--- config.mk ---
export PLATFORM = sky130hd
export DESIGN_NAME = fpc_compare_unit
export DESIGN_NICKNAME = d
export VERILOG_FILES = /design/src/rtl/fpc_classify.v /design/src/rtl/fpc_compare_unit.v
export VERILOG_INCLUDE_DIRS = /design/src /design/src/include
export SDC_FILE = /design/constraint.sdc
export NUM_CORES = 1
export LEC_CHECK = 0
export BUFFER_PORTS_ARGS = -buffer_cell sky130_fd_sc_hd__buf_2
export CAP_MARGIN = 30
export CORE_ASPECT_RATIO = 0.7
export CORE_MARGIN = 5
export CORE_UTILIZATION = 40
export CTS_BUF_LIST = sky130_fd_sc_hd__clkbuf_8
export CTS_CLUSTER_DIAMETER = 50
export DETAILED_ROUTE_END_ITERATION = 8
export GPL_ROUTABILITY_DRIVEN = 0
export GPL_TIMING_DRIVEN = 1
export PLACE_DENSITY = 0.67
export RECOVER_POWER = 50
export SYNTH_ARGS = -nofsm -noshare
export SYNTH_HDL_FRONTEND = slang
export SYNTH_SLANG_ARGS = --single-unit
export TNS_END_PERCENT = 1
--- constraint.sdc ---
create_clock -name clk -period 10.4 [get_ports clk]
set_input_delay 2.6 -clock clk [delete_from_list [all_inputs] [get_ports clk]]
set_output_delay 2.6 -clock clk [all_outputs]
set_load 0.02 [all_outputs]
--- src/include/fpc_consts.vh ---
// Constants for the floating-point compare unit
`ifndef FPC_CONSTS_VH
`define FPC_CONSTS_VH

// Compare operation codes
`define FPC_OP_EQ       2'h0
`define FPC_OP_GT       2'h1
`define FPC_OP_LT       2'h2

// Single-precision field layout
`define FPC_SP_SIGN     31
`define FPC_SP_EXP_HI   30
`define FPC_SP_EXP_LO   23
`define FPC_SP_MAN_HI   22
// Double-precision high-word field layout
`define FPC_DP_SIGN     31
`define FPC_DP_EXP_HI   30
`define FPC_DP_EXP_LO   20
`define FPC_DP_MAN_HI   19

// Result words
`define FPC_TRUE        32'h00000001
`define FPC_FALSE       32'h00000000

// Reset values
`define FPC_RST_WORD    32'h00000000
`define FPC_RST_FLAG    1'h0

// Double-precision sequence states
`define FPC_ST_IDLE     1'h0
`define FPC_ST_HIGH     1'h1

`endif

--- src/rtl/fpc_classify.v ---
// Operand classifier: NaN, infinity, zero-or-denormal and denormal
`timescale 1ns/1ps
module fpc_classify #(
   parameter EXP_W = 8,
   parameter MAN_W = 23
) (
   // Operand
   input  wire [EXP_W+MAN_W:0] value,
   // Class outputs
   output wire                 is_nan,
   output wire                 is_inf,
   output wire                 is_zero,
   output wire                 is_denorm
);

   wire exp_ones;
   wire exp_zero;
   wire man_zero;

   assign exp_ones  = &value[EXP_W+MAN_W-1:MAN_W];
   assign exp_zero  = ~|value[EXP_W+MAN_W-1:MAN_W];
   assign man_zero  = ~|value[MAN_W-1:0];
   assign is_nan    = exp_ones & ~man_zero;
   assign is_inf    = exp_ones & man_zero;
   // Denormals count as zero of either sign
   assign is_zero   = exp_zero;
   assign is_denorm = exp_zero & ~man_zero;

endmodule

--- src/rtl/fpc_compare_unit.v ---
// Floating-point compare datapath, single and double precision
`timescale 1ns/1ps
`include "fpc_consts.vh"
module fpc_compare_unit #(
   parameter DST_W = 5
) (
   // Clock and reset
   input  wire             clk,
   input  wire             rstn,
   // Issue
   input  wire             issue_valid,
   input  wire             cond_true,
   input  wire             is_double,
   input  wire [1:0]       cmp_op,
   input  wire [DST_W-1:0] dst_sel,
   // Source words
   input  wire [31:0]      src1_word,
   input  wire [31:0]      src2_word,
   // Result write
   output reg              wr_en_ff,
   output reg  [DST_W-1:0] wr_dst_ff,
   output reg  [31:0]      wr_data_ff,
   // Status
   output wire             busy,
   output reg              unordered_flag_ff,
   output reg              invalid_op_flag_ff,
   output reg              nan_seen_flag1_ff,
   output reg              nan_seen_flag2_ff,
   output reg              denormal_seen_flag1_ff,
   output reg              denormal_seen_flag2_ff
);

   ////////////////////////////////////////////////////////////////////////////
   // Double-precision sequence state
   reg             state_ff;
   reg             nxt_state;
   reg [31:0]      lo1_ff;
   reg [31:0]      lo2_ff;
   reg [1:0]       op_ff;
   reg [DST_W-1:0] dst_ff;

   assign busy = (state_ff == `FPC_ST_HIGH);

   // A false predicate never starts work
   wire take_sp = issue_valid & cond_true & ~is_double & ~busy;
   wire take_dp = issue_valid & cond_true & is_double & ~busy;
   wire fin_dp  = busy;

   ////////////////////////////////////////////////////////////////////////////
   // Operand assembly
   wire [63:0] d1 = {src1_word, lo1_ff};
   wire [63:0] d2 = {src2_word, lo2_ff};
   wire [1:0]  op = fin_dp ? op_ff : cmp_op;

   ////////////////////////////////////////////////////////////////////////////
   // Classification, one lane per source
   wire [1:0] nan_v;
   wire [1:0] inf_v;
   wire [1:0] zer_v;
   wire [1:0] den_v;

   genvar gi;
   generate
      for (gi = 0; gi < 2; gi = gi + 1) begin : g_src
         wire [31:0] sw = (gi == 0) ? src1_word : src2_word;
         wire [63:0] dw = (gi == 0) ? d1 : d2;
         wire        s_nan;
         wire        s_inf;
         wire        s_zer;
         wire        s_den;
         wire        d_nan;
         wire        d_inf;
         wire        d_zer;
         wire        d_den;

         fpc_classify #(.EXP_W(8), .MAN_W(23)) u_sp (
            .value     (sw),
            .is_nan    (s_nan),
            .is_inf    (s_inf),
            .is_zero   (s_zer),
            .is_denorm (s_den)
         );
         fpc_classify #(.EXP_W(11), .MAN_W(52)) u_dp (
            .value     (dw),
            .is_nan    (d_nan),
            .is_inf    (d_inf),
            .is_zero   (d_zer),
            .is_denorm (d_den)
         );

         // Double classes only mean something once the high words are on the bus
         assign nan_v[gi] = fin_dp ? d_nan : s_nan;
         assign inf_v[gi] = fin_dp ? d_inf : s_inf;
         assign zer_v[gi] = fin_dp ? d_zer : s_zer;
         assign den_v[gi] = fin_dp ? d_den : s_den;
      end
   endgenerate

   wire nan1 = nan_v[0];
   wire nan2 = nan_v[1];
   wire zer1 = zer_v[0];
   wire zer2 = zer_v[1];
   wire den1 = den_v[0];
   wire den2 = den_v[1];
   wire inf1 = inf_v[0];
   wire inf2 = inf_v[1];

   ////////////////////////////////////////////////////////////////////////////
   // Sign and magnitude fields
   wire        sg1     = src1_word[`FPC_SP_SIGN];
   wire        sg2     = src2_word[`FPC_SP_SIGN];
   wire [30:0] sp_mag1 = src1_word[`FPC_SP_EXP_HI:0];
   wire [30:0] sp_mag2 = src2_word[`FPC_SP_EXP_HI:0];
   wire [62:0] dp_mag1 = d1[62:0];
   wire [62:0] dp_mag2 = d2[62:0];
   // Single words sit at the top so one comparator serves both widths
   wire [62:0] m1      = fin_dp ? dp_mag1 : {sp_mag1, 32'h00000000};
   wire [62:0] m2      = fin_dp ? dp_mag2 : {sp_mag2, 32'h00000000};
   wire        mag_gt  = (m1 > m2);
   wire        mag_lt  = (m1 < m2);
   wire        mag_eq  = (m1 == m2);
   wire        unordered_flag   = nan1 | nan2;

   ////////////////////////////////////////////////////////////////////////////
   // Operation decode
   wire op_ord = (op == `FPC_OP_GT) | (op == `FPC_OP_LT);

   ////////////////////////////////////////////////////////////////////////////
   // Operand classes
   localparam CL_NAN  = 3'h0;
   localparam CL_ZERO = 3'h1;
   localparam CL_PINF = 3'h2;
   localparam CL_NINF = 3'h3;
   localparam CL_PFIN = 3'h4;
   localparam CL_NFIN = 3'h5;

   reg [2:0] cls1;
   reg [2:0] cls2;
   // Denormals fold into zero before any ordering is decided
   always @* begin
      if (nan1) begin
         cls1 = CL_NAN;
      end else if (zer1) begin
         cls1 = CL_ZERO;
      end else if (inf1) begin
         cls1 = sg1 ? CL_NINF : CL_PINF;
      end else begin
         cls1 = sg1 ? CL_NFIN : CL_PFIN;
      end
   end

   always @* begin
      if (nan2) begin
         cls2 = CL_NAN;
      end else if (zer2) begin
         cls2 = CL_ZERO;
      end else if (inf2) begin
         cls2 = sg2 ? CL_NINF : CL_PINF;
      end else begin
         cls2 = sg2 ? CL_NFIN : CL_PFIN;
      end
   end

   ////////////////////////////////////////////////////////////////////////////
   // Ordering decision
   reg eq_r;
   reg gt_r;
   reg lt_r;
   always @* begin
      eq_r = 1'b0;
      gt_r = 1'b0;
      lt_r = 1'b0;
      if ((cls1 == CL_NAN) | (cls2 == CL_NAN)) begin
         // No order exists, every test answers 0
         eq_r = 1'b0;
      end else if ((cls1 == CL_ZERO) & (cls2 == CL_ZERO)) begin
         eq_r = 1'b1;
      end else if (cls1 == CL_PINF) begin
         eq_r = (cls2 == CL_PINF);
         gt_r = (cls2 != CL_PINF);
      end else if (cls1 == CL_NINF) begin
         eq_r = (cls2 == CL_NINF);
         lt_r = (cls2 != CL_NINF);
      end else if (cls2 == CL_PINF) begin
         lt_r = 1'b1;
      end else if (cls2 == CL_NINF) begin
         gt_r = 1'b1;
      end else if (cls1 == CL_ZERO) begin
         // Zero against a finite value follows that value's sign
         gt_r = sg2;
         lt_r = ~sg2;
      end else if (cls2 == CL_ZERO) begin
         gt_r = ~sg1;
         lt_r = sg1;
      end else if (sg1 != sg2) begin
         gt_r = ~sg1;
         lt_r = sg1;
      end else begin
         eq_r = mag_eq;
         gt_r = sg1 ? mag_lt : mag_gt;
         lt_r = sg1 ? mag_gt : mag_lt;
      end
   end

   reg res_bit;
   always @* begin
      case (op)
         `FPC_OP_EQ: res_bit = eq_r;
         `FPC_OP_GT: res_bit = gt_r;
         `FPC_OP_LT: res_bit = lt_r;
         default:    res_bit = 1'b0;
      endcase
   end

   wire finish = take_sp | fin_dp;

   ////////////////////////////////////////////////////////////////////////////
   // Sequencer
   always @* begin
      case (state_ff)
         `FPC_ST_IDLE: nxt_state = take_dp ? `FPC_ST_HIGH : `FPC_ST_IDLE;
         `FPC_ST_HIGH: nxt_state = `FPC_ST_IDLE;
         default:      nxt_state = `FPC_ST_IDLE;
      endcase
   end

   always @(posedge clk) begin
      if (!rstn) begin
         state_ff <= `FPC_ST_IDLE;
      end else begin
         state_ff <= nxt_state;
      end
   end

   // Low words and the destination wait here for the high-word cycle
   always @(posedge clk) begin
      if (!rstn) begin
         lo1_ff <= `FPC_RST_WORD;
         lo2_ff <= `FPC_RST_WORD;
         op_ff  <= `FPC_OP_EQ;
         dst_ff <= {DST_W{1'b0}};
      end else if (take_dp) begin
         lo1_ff <= src1_word;
         lo2_ff <= src2_word;
         op_ff  <= cmp_op;
         dst_ff <= dst_sel;
      end
   end

   ////////////////////////////////////////////////////////////////////////////
   // Result write
   always @(posedge clk) begin
      if (!rstn) begin
         wr_en_ff   <= 1'b0;
         wr_dst_ff  <= {DST_W{1'b0}};
         wr_data_ff <= `FPC_RST_WORD;
      end else begin
         wr_en_ff <= finish;
         if (finish) begin
            wr_dst_ff  <= fin_dp ? dst_ff : dst_sel;
            wr_data_ff <= res_bit ? `FPC_TRUE : `FPC_FALSE;
         end
      end
   end

   ////////////////////////////////////////////////////////////////////////////
   // Status flags, refreshed only by executed compares
   always @(posedge clk) begin
      if (!rstn) begin
         unordered_flag_ff      <= `FPC_RST_FLAG;
         invalid_op_flag_ff     <= `FPC_RST_FLAG;
         nan_seen_flag1_ff      <= `FPC_RST_FLAG;
         nan_seen_flag2_ff      <= `FPC_RST_FLAG;
         denormal_seen_flag1_ff <= `FPC_RST_FLAG;
         denormal_seen_flag2_ff <= `FPC_RST_FLAG;
      end else if (finish) begin
         unordered_flag_ff      <= unordered_flag;
         invalid_op_flag_ff     <= unordered_flag & op_ord;
         nan_seen_flag1_ff      <= nan1;
         nan_seen_flag2_ff      <= nan2;
         denormal_seen_flag1_ff <= den1;
         denormal_seen_flag2_ff <= den2;
      end
   end

endmodule

==> results.json, run 1 <==
{
  "status": "finished, violations left",
  "violations": "capacitance limit, slew limit",
  "power_density_nw_per_um2": 112,
  "cts.sinks": 85,
  "drc": 0,
  "fin_crit_sh_pct": 55.6,
  "finalHoldViolations": 0,
  "yosys_most_used_dff": "dfxtp_1",
  "startpoint": "rstn",
  "p_sw_mw": 0.225,
  "pwr-share-seq_pct": 46.3,
  "ys_warn_count": 0,
  "tns_ns": 0,
  "fin_nets": 994,
  "grt_pass1_wl_microns": 27200,
  "numCtsBuffers": 9,
  "die_x_microns": 156,
  "async_reset_ff_share_pct": 0,
  "post_cts_buffers": 0,
  "syn2layout_area_growth_pct": 11.5,
  "p_leak_nw": 2.83,
  "cp_max_fo": 85,
  "yosysUniqueCellTypes": 56,
  "hold_ws_ns": 0.474,
  "crit_type": "in2reg",
  "relSlewSlack_pct": -115,
  "ys_seq_elements": 85,
  "use_met1_pct": 31.0,
  "crit_required_ns": 10.70,
  "drv_slew": 86,
  "maxCapViolCount": 1,
  "pre_cts_ws_ns": 5.50,
  "layout_common_cells": "nand2_1, dfxtp_1, a21boi_0, buf_2, ha_1",
  "ctsHoldBuffers": 0,
  "p_sw_share_pct": 30.2,
  "grt_overflow": 0,
  "final_common_cell": "nand2_1",
  "clk_latency_ns": 0.38,
  "htreeDepth": 3,
  "synth_area_sq_um": 5960,
  "met3_usage_pct": 4.70,
  "io_buffers": 89,
  "drive_gt1_share_pct": 13.0,
  "power.share.clock_pct": 36.0,
  "top_usage_layer": "met1",
  "worst_slack_ns": 4.62,
  "via_count": 5543,
  "synth_edf_count": 0,
  "fp.dieArea_sq_um": 17500,
  "drt-total-wl_microns": 17000,
  "cp.arrival_ns": 6.08,
  "antenna_found_initial": 0,
  "synthesis.instances": 782,
  "fmax_mhz": 173,
  "dr.first_iter.drc_count": 373,
  "postSynthAreaPerCell_sq_um": 7.62,
  "hold_start": "dst_ff[3]",
  "fp-row-count": 37,
  "drt_first_pass_iters": 5,
  "p_total_mw": 0.746,
  "dp_hpwl_microns": 12900,
  "hold_class": "reg2reg",
  "ys_seq_area_share_pct": 28.6,
  "p_int_mw": 0.521,
  "setup_viol": 0,
  "cts_tree": "done",
  "die_h_microns": 112,
  "start_kind": "input port",
  "grt_use_total_pct": 19.3,
  "period_needed_ns": 5.78,
  "core_sq_um": 14700,
  "tightest_slew_ns": 3.22,
  "r2r_start": "busy",
  "initial_core_util_pct": 40.6,
  "use_met2_pct": 26.0,
  "rsz0062_at_grt": "no",
  "root_buffer": "clkbuf_8",
  "fill_cells": 1526,
  "via_per_inst": 5.27,
  "finalClockSkew_ns": 0.0104,
  "grt_pass1_vias": 5105,
  "ant_nets": 0,
  "post_cts_resized": 0,
  "clockBufferDepth": 2,
  "endpoint_kind": "flop",
  "peakVddDrop_v": 0.0000632,
  "io_pins": 121,
  "grt_start_max_net_pins": 86,
  "wl_per_cell_microns": 16.2,
  "pwr-share-comb_pct": 17.7,
  "cts.clk_slew.worst_paths_ns": 0.10
}
-- area by class of cell --
cell class | count | area [sq um] | share of cell area, %
diodes | 1 | 2.50 | 0.0377
clock buffers | 9 | 124 | 1.86
clock inverters | 7 | 97.6 | 1.47
inverters | 41 | 154 | 2.32
multi-input cells | 620 | 3860 | 58.1
flip-flops and latches | 85 | 1700 | 25.6
well taps | 195 | 244 | 3.67
repair buffers | 94 | 462 | 6.95
-- stage by stage --
| stage | instances | util (%) | cell area, sq um |
|---|---|---|---|
| floorplan | 812 | - | 6070 |
| global placement | 1035 | 43.9 | 6440 |
| detailed placement | 1035 | 43.9 | 6440 |
| CTS | 1051 | 45.4 | 6660 |
| global route | 1051 | 45.2 | 6640 |
| finish | 1052 | 45.3 | 6640 |
-- metal layers --
metal / vias to the layer above / share of wire, %
met1: 2537 / 52
met3: 16 / 7.9
met2: 188 / 39
li1: 2802 / -
met4: 0 / 0.87
met5: - / 0
-- state kept, by name (all words and copies together) (netlist names), 2 cells and up --
| name | flops |
|---|---|
| op_ff | 2 |
| lo2_ff | 32 |
| wr_dst_ff | 5 |
| dst_ff | 5 |
| lo1_ff | 32 |
-- path summary, 6_finish.rpt --
path | end | slack [ns] | depth (start not counted)
max | wr_data_ff[0] | 4.62 | 8
min | dst_ff[3] | 0.47 | 2
max reg2reg | wr_data_ff[0] | 7.12 | 11
min reg2reg | dst_ff[3] | 0.47 | 2
-- power by group through the flow --
stage | clock network [mW] | registers, mW | logic (mW)
floorplan | 0 | 0.353 | 0.0879
global placement | 0 | 0.353 | 0.128
detailed placement | 0 | 0.353 | 0.129
CTS | 0.273 | 0.345 | 0.130
global route | 0.284 | 0.347 | 0.148
finish | 0.268 | 0.345 | 0.132
-- critical path, stage by stage --
cell and delay [ns]:
buf_2 0.07, clkbuf_1 2.26, nand2_1 0.23, nor2_1 0.28, and2_1 0.18, nand3_1 0.09
a221o_1 0.30, o211ai_2 0.07
-- synthesized netlist by cell type, types with 2 or more instances --
master / n / area share [%]
a21boi_0: 75 / 9.4
o211ai_1: 3 / 0.38
and2_1: 35 / 3.7
nor3_1: 6 / 0.50
a21oi_1: 28 / 2.4
nor3b_1: 2 / 0.25
buf_4: 31 / 3.9
buf_1: 2 / 0.13
and3_1: 2 / 0.21
nor2_1: 15 / 0.94
o211a_1: 6 / 1.0
mux2i_1: 7 / 1.2
a211oi_1: 4 / 0.50
dfxtp_1: 85 / 29
nand2_1: 207 / 13
a21oi_2: 3 / 0.44
a22oi_1: 2 / 0.25
or3_1: 3 / 0.31
nor2b_1: 3 / 0.31
nand4_1: 25 / 2.6
nand4_2: 2 / 0.42
o21a_1: 2 / 0.25
nand3_1: 13 / 1.1
inv_1: 40 / 2.5
o21ai_1: 4 / 0.34
o21ai_0: 16 / 1.3
ha_1: 67 / 14
nor4_1: 34 / 3.6
clkbuf_1: 32 / 2.0
a221oi_2: 2 / 0.50
-- cell families (layout without fill, tap and decap cells) --
kind of cell | count (synthesis) | after routing | synth area share (%)
AND/OR/NAND/NOR | 353 | 353 | 28.0
XOR/XNOR | 1 | 1 | 0.147
AO/OA/AOI/OAI | 161 | 161 | 19.3
flip-flops | 85 | 85 | 28.6
other | 1 | 32 | 0.0629
adder cells (fa/ha/maj) | 67 | 67 | 14.1
buffers and inverters | 107 | 151 | 8.71
multiplexers | 7 | 7 | 1.18
Note: power is estimated with default switching activity, not from simulation.
==> inputs of run 2 (changes only) <==
ABC_AREA = 1   (was default)
clock period = 5.9 ns   (was 10.4 ns; I/O delays follow)
==> run 2 against run 1 <==
  * The flow still finishes with violations (capacitance limit, slew limit)
  * Core utilization rose by 0.51 points
  * Design area rose by 2.4%
  * Combinational power rose by 100%
  * Hold slack improved by 0.0023 ns
  * Highest routed layer unchanged
==> results.json, run 2 <==
{
  "core_sq_um": 14900,
  "maxCapViolCount": 1,
  "htreeDepth": 3,
  "clk_latency_ns": 0.37,
  "cts.sinks": 85,
  "fin_cells": 1206,
  "synth.most_common_cell": "nand2_1",
  "power_density_nw_per_um2": 195,
  "final_common_cell": "nand2_1",
  "endpoint_kind": "flop",
  "hold_class": "reg2reg",
  "drv_slew": 81,
  "rsz0062_at_grt": "no",
  "io_buffers": 89,
  "drive_gt1_share_pct": 13.9,
  "start_kind": "input port",
  "dpl.cell_count": 1191,
  "tns_ns": 0,
  "fp.dieArea_sq_um": 18000,
  "ant_nets": 0,
  "fin_nets": 1150,
  "synth_area_sq_um": 6140,
  "initial_core_util_pct": 41.3,
  "final_util_pct": 45.8,
  "drt-total-wl_microns": 17900,
  "relSlewSlack_pct": -111,
  "synth_edf_count": 0,
  "grt_pass1_vias": 5609,
  "async_reset_ff_share_pct": 0,
  "p_leak_nw": 3.57,
  "crit_type": "in2reg",
  "ys_seq_elements": 85,
  "dr.first_iter.drc_count": 484,
  "antenna_cells": 0,
  "fmax_mhz": 222,
  "r2r_start": "busy",
  "synthTopCellsByArea": "dfxtp_1, ha_1, nand2_1, nor2_1, o21ai_0",
  "register_area_sq_um": 1700,
  "via_per_inst": 5.05,
  "synthTopCellsByCount": "nand2_1, nor2_1, inv_1, dfxtp_1, o21ai_0",
  "cts.clk_slew.worst_paths_ns": 0.09,
  "finalClockSkew_ns": 0.00739,
  "hold_depth": 2,
  "setup_viol": 0,
  "fin_crit_sh_pct": 76.3,
  "die_x_microns": 158,
  "grt_pass1_wl_microns": 29300,
  "finalHoldViolations": 0,
  "reg_top3": "lo1_ff: 32 flops, lo2_ff: 32 flops",
  "peakVddDrop_v": 0.0000836,
  "synthesis.instances": 936,
  "io_pins": 121,
  "yosys.area.top_type": "dfxtp_1",
  "ff2ff_path_depth": 23,
  "clockBufferDepth": 2,
  "period_needed_ns": 4.50,
  "ctsHoldBuffers": 0,
  "tightest_slew_ns": 3.16,
  "grt_overflow": 0,
  "grt_start_max_net_pins": 81,
  "violations": "capacitance limit, slew limit",
  "post_cts_buffers": 0,
  "hold_start": "nan_seen_flag2_ff",
  "synth.top_cell.area_share_pct": 27.7,
  "root_buffer": "clkbuf_8",
  "dp_hpwl_microns": 13800,
  "status": "finished, violations left",
  "post_cts_resized": 0,
  "syn2layout_area_growth_pct": 10.8,
  "pre_cts_ws_ns": 2.43,
  "worst_slack_ns": 1.40,
  "cp_max_fo": 80,
  "wl_per_cell_microns": 14.8,
  "fill_cells": 1620,
  "via_count": 6089,
  "cp.arrival_ns": 4.82,
  "fp-row-count": 37,
  "antenna_found_initial": 0,
  "startpoint": "rstn",
  "cts_tree": "done",
  "ys_seq_area_share_pct": 27.7,
  "numCtsBuffers": 9,
  "grt_use_total_pct": 20.1,
  "yosys_most_used_dff": "dfxtp_1",
  "drc": 0,
  "postSynthAreaPerCell_sq_um": 6.56,
  "layout_common_cells": "nand2_1, nor2_1, inv_1",
  "drt_first_pass_iters": 5,
  "multi_input_area_sq_um": 3750,
  "yosysUniqueCellTypes": 38,
  "crit_required_ns": 6.22,
  "ys_warn_count": 0,
  "die_h_microns": 114
}
==> run 2: cell types whose count changed after synthesis, moves of 18 or more <==
cell	before	now
inv_2	0	18
nor4_1	34	5
nor2_1	15	143
a21boi_0	75	0
o21ai_0	16	83
inv_1	40	95
and2_1	35	0
a21oi_1	28	62
==> run 2: final timing paths <==
| check | to | slack [ns] |
|---|---|---|
| max | unordered_flag_ff | 1.40 |
| max reg2reg | wr_data_ff[0] | 2.39 |
| min reg2reg | nan_seen_flag2_ff | 0.48 |
| min | nan_seen_flag2_ff | 0.48 |
==> run 2: metrics by stage <==
step | cell area, sq um | hold WS [ns] | total power, mW
after detailed placement | 6620 | 0.463 | 0.902
after global placement | 6620 | 0.459 | 0.900
final | 6800 | 0.476 | 1.32
after floorplan | 6250 | 0.448 | 0.817
after global routing | 6800 | 0.502 | 1.40
after CTS | 6820 | 0.477 | 1.33
==> run 2: final cells by class <==
| type | count | area share (%) |
|---|---|---|
| sequential | 85 | 25.0 |
| tap | 195 | 3.59 |
| clock inverter | 5 | 0.901 |
| clock buffer | 10 | 2.02 |
| timing repair buffer | 95 | 6.92 |
| multi-input combinational | 701 | 55.2 |
| inverter | 115 | 6.38 |
==> run 2: where the power goes <==
part / switching [mW] / total [mW] / internal [mW]
clock: 0.224 / 0.430 / 0.206
combinational: 0.179 / 0.268 / 0.0885
sequential: 0.0231 / 0.626 / 0.603
total: 0.427 / 1.32 / 0.897
==> run 2: worst max-delay path, cell delays in order <==
cell	delay [ns]
buf_2	0.07
clkbuf_1	2.22
inv_1	0.58
or2_1	0.41
inv_1	0.05
==> run 2: cells by family after synthesis <==
logic type | after synthesis | share of synthesized area (%)
AND/OR/NAND/NOR | 434 | 30.6
buffers and inverters | 180 | 13.1
AO/OA/AOI/OAI | 168 | 14.8
flip-flops | 85 | 27.7
adder cells (fa/ha/maj) | 67 | 13.7
XOR/XNOR | 1 | 0.143
other | 1 | 0.0611
==> run 2: layer usage <==
layer | track usage [%] | up-vias | wire, microns
met1 | 31.5 | 2761 | 9070
met4 | 3.98 | 0 | 240
met5 | 0 | - | 0
met3 | 3.91 | 21 | 1250
met2 | 28.4 | 199 | 7290
li1 | - | 3108 | -
==> inputs of run 3 (changes only) <==
ABC_AREA = 0   (was 1)
clock period = 4.5 ns   (was 5.9 ns; I/O delays follow)
==> run 3 against run 2 <==
  * The run still ends with capacitance limit, slew limit left
  * Design area down 1.9%
  * Hold slack worse by 0.0082 ns
  * Via count down 8.1%
  * Non-clock buffer count unchanged
  * Register-to-register slack worse by 1.3 ns
  * Clock skew up 0.0087 ns
  * Clock power up 60%
  * Routed wire length down 4.3%
  * First-iteration DRC count down 5.2%
  * Sequential share of layout area up 0.49 points
  * Sequential cell count unchanged
  * Combinational power up 11%
==> results.json, run 3 (synthesis results as in run 1) <==
{
  "root_buffer": "clkbuf_8",
  "cts.sinks": 85,
  "clockBufferDepth": 2,
  "tightest_slew_ns": 1.58,
  "post_cts_buffers": 0,
  "grt_pass1_vias": 5065,
  "register_area_sq_um": 1700,
  "drive_gt1_share_pct": 13.0,
  "r2r_setup_slack_ns": 1.09,
  "die_h_microns": 112,
  "final_util_pct": 45.5,
  "crit_required_ns": 4.80,
  "grt_start_max_net_pins": 85,
  "peakVddDrop_v": 0.000156,
  "cts.clk_slew.worst_paths_ns": 0.09,
  "setup_viol": 0,
  "core_sq_um": 14700,
  "fmax_mhz": 294,
  "wl_per_cell_microns": 16.2,
  "syn2layout_area_growth_pct": 11.9,
  "cp_max_fo": 54,
  "hold_class": "reg2reg",
  "fin_crit_sh_pct": 75.7,
  "dr.first_iter.drc_count": 459,
  "dp_hpwl_microns": 13100,
  "start_kind": "flop",
  "post_cts_resized": 0,
  "placed_cell_area_sq_um": 6450,
  "grt_overflow": 0,
  "endpoint_kind": "flop",
  "io_buffers": 89,
  "io_pins": 121,
  "via_per_inst": 5.32,
  "fin_nets": 995,
  "clk_latency_ns": 0.37,
  "reg_top3": "lo1_ff: 32 flops, lo2_ff: 32 flops",
  "power_density_nw_per_um2": 268,
  "ctsHoldBuffers": 0,
  "period_needed_ns": 3.41,
  "numCtsBuffers": 9,
  "drt-total-wl_microns": 17100,
  "maxCapViolCount": 2,
  "ant_nets": 0,
  "final_common_cell": "nand2_1",
  "via_count": 5594,
  "cp.arrival_ns": 3.71,
  "drc": 0,
  "crit_type": "reg2reg",
  "fp.dieArea_sq_um": 17500,
  "finalClockSkew_ns": 0.0161,
  "p_leak_nw": 2.85,
  "status": "finished, violations left",
  "layout_common_cells": "nand2_1, dfxtp_1, a21boi_0",
  "antenna_found_initial": 0,
  "cts_tree": "done",
  "drv_slew": 144,
  "finalHoldViolations": 0,
  "fp-row-count": 37,
  "htreeDepth": 3,
  "postLayoutCellArea_sq_um": 6670,
  "rsz0062_at_grt": "no",
  "initial_core_util_pct": 40.6,
  "grt_pass1_wl_microns": 27200,
  "fill_cells": 1533,
  "relSlewSlack_pct": -5.20,
  "die_x_microns": 156,
  "antenna_cells": 0,
  "tns_ns": 0,
  "violations": "capacitance limit, slew limit",
  "p_total_mw": 1.79,
  "drt_first_pass_iters": 5,
  "grt_use_total_pct": 19.4,
  "multi_input_area_sq_um": 3860
}
==> run 3: cell count changes in the layout (fill, tap and decap cells not counted), moves of 34 or more <==
cell,previous run,this run
nor2_1,143,15
a21boi_0,0,75
o21ai_0,83,17
inv_1,95,40
and2_1,0,35
a21oi_1,62,28
==> run 3: routing by layer <==
metal  GRT usage (%)  up-vias  part of all wire, %
met2            26.1      165                   40
li1                -     2803                    -
met5               0        -                    0
met4            3.03        0                 0.52
met1            31.9     2616                   52
met3            3.04       10                  7.2
==> run 3: stage by stage <==
step | setup slack [ns] | cells | hold slack [ns]
finish | 1.09 | 1052 | 0.468
global route | 0.754 | 1052 | 0.490
CTS | 1.12 | 1052 | 0.472
detailed placement | 1.01 | 1036 | 0.458
global placement | 1.12 | 1036 | 0.453
floorplan | 0.972 | 812 | 0.443
==> run 3: power by group <==
group	total (mW)	switching, mW	internal, mW
sequential	0.802	0.0238	0.778
clock	0.690	0.313	0.378
combinational	0.298	0.191	0.107
total	1.79	0.528	1.26
==> run 3: worst paths after layout <==
check | to | from | cells after the start
setup / recovery | wr_data_ff[0] | busy | 11
hold / removal | nan_seen_flag1_ff | nan_seen_flag1_ff | 2
setup reg to reg | wr_data_ff[0] | busy | 11
hold reg to reg | nan_seen_flag1_ff | nan_seen_flag1_ff | 2
==> run 3: cell type report <==
class | count | share of cell area, %
multi-input combinational | 620 | 57.8
sequential | 85 | 25.5
timing repair buffer | 95 | 6.94
tap | 195 | 3.66
inverter | 41 | 2.31
clock inverter | 7 | 1.91
clock buffer | 9 | 1.86
==> run 3: worst max-delay path: stages, from the launching register on <==
cell and delay [ns]:
dfxtp_2 0.94, buf_4 0.35, nand2_1 0.08, ha_1 0.32
a21oi_2 0.15, o21ai_1 0.10, a221oi_2 0.29, o22ai_1 0.14
or3_1 0.35, or2_0 0.21, a221o_1 0.33, o211ai_2 0.07
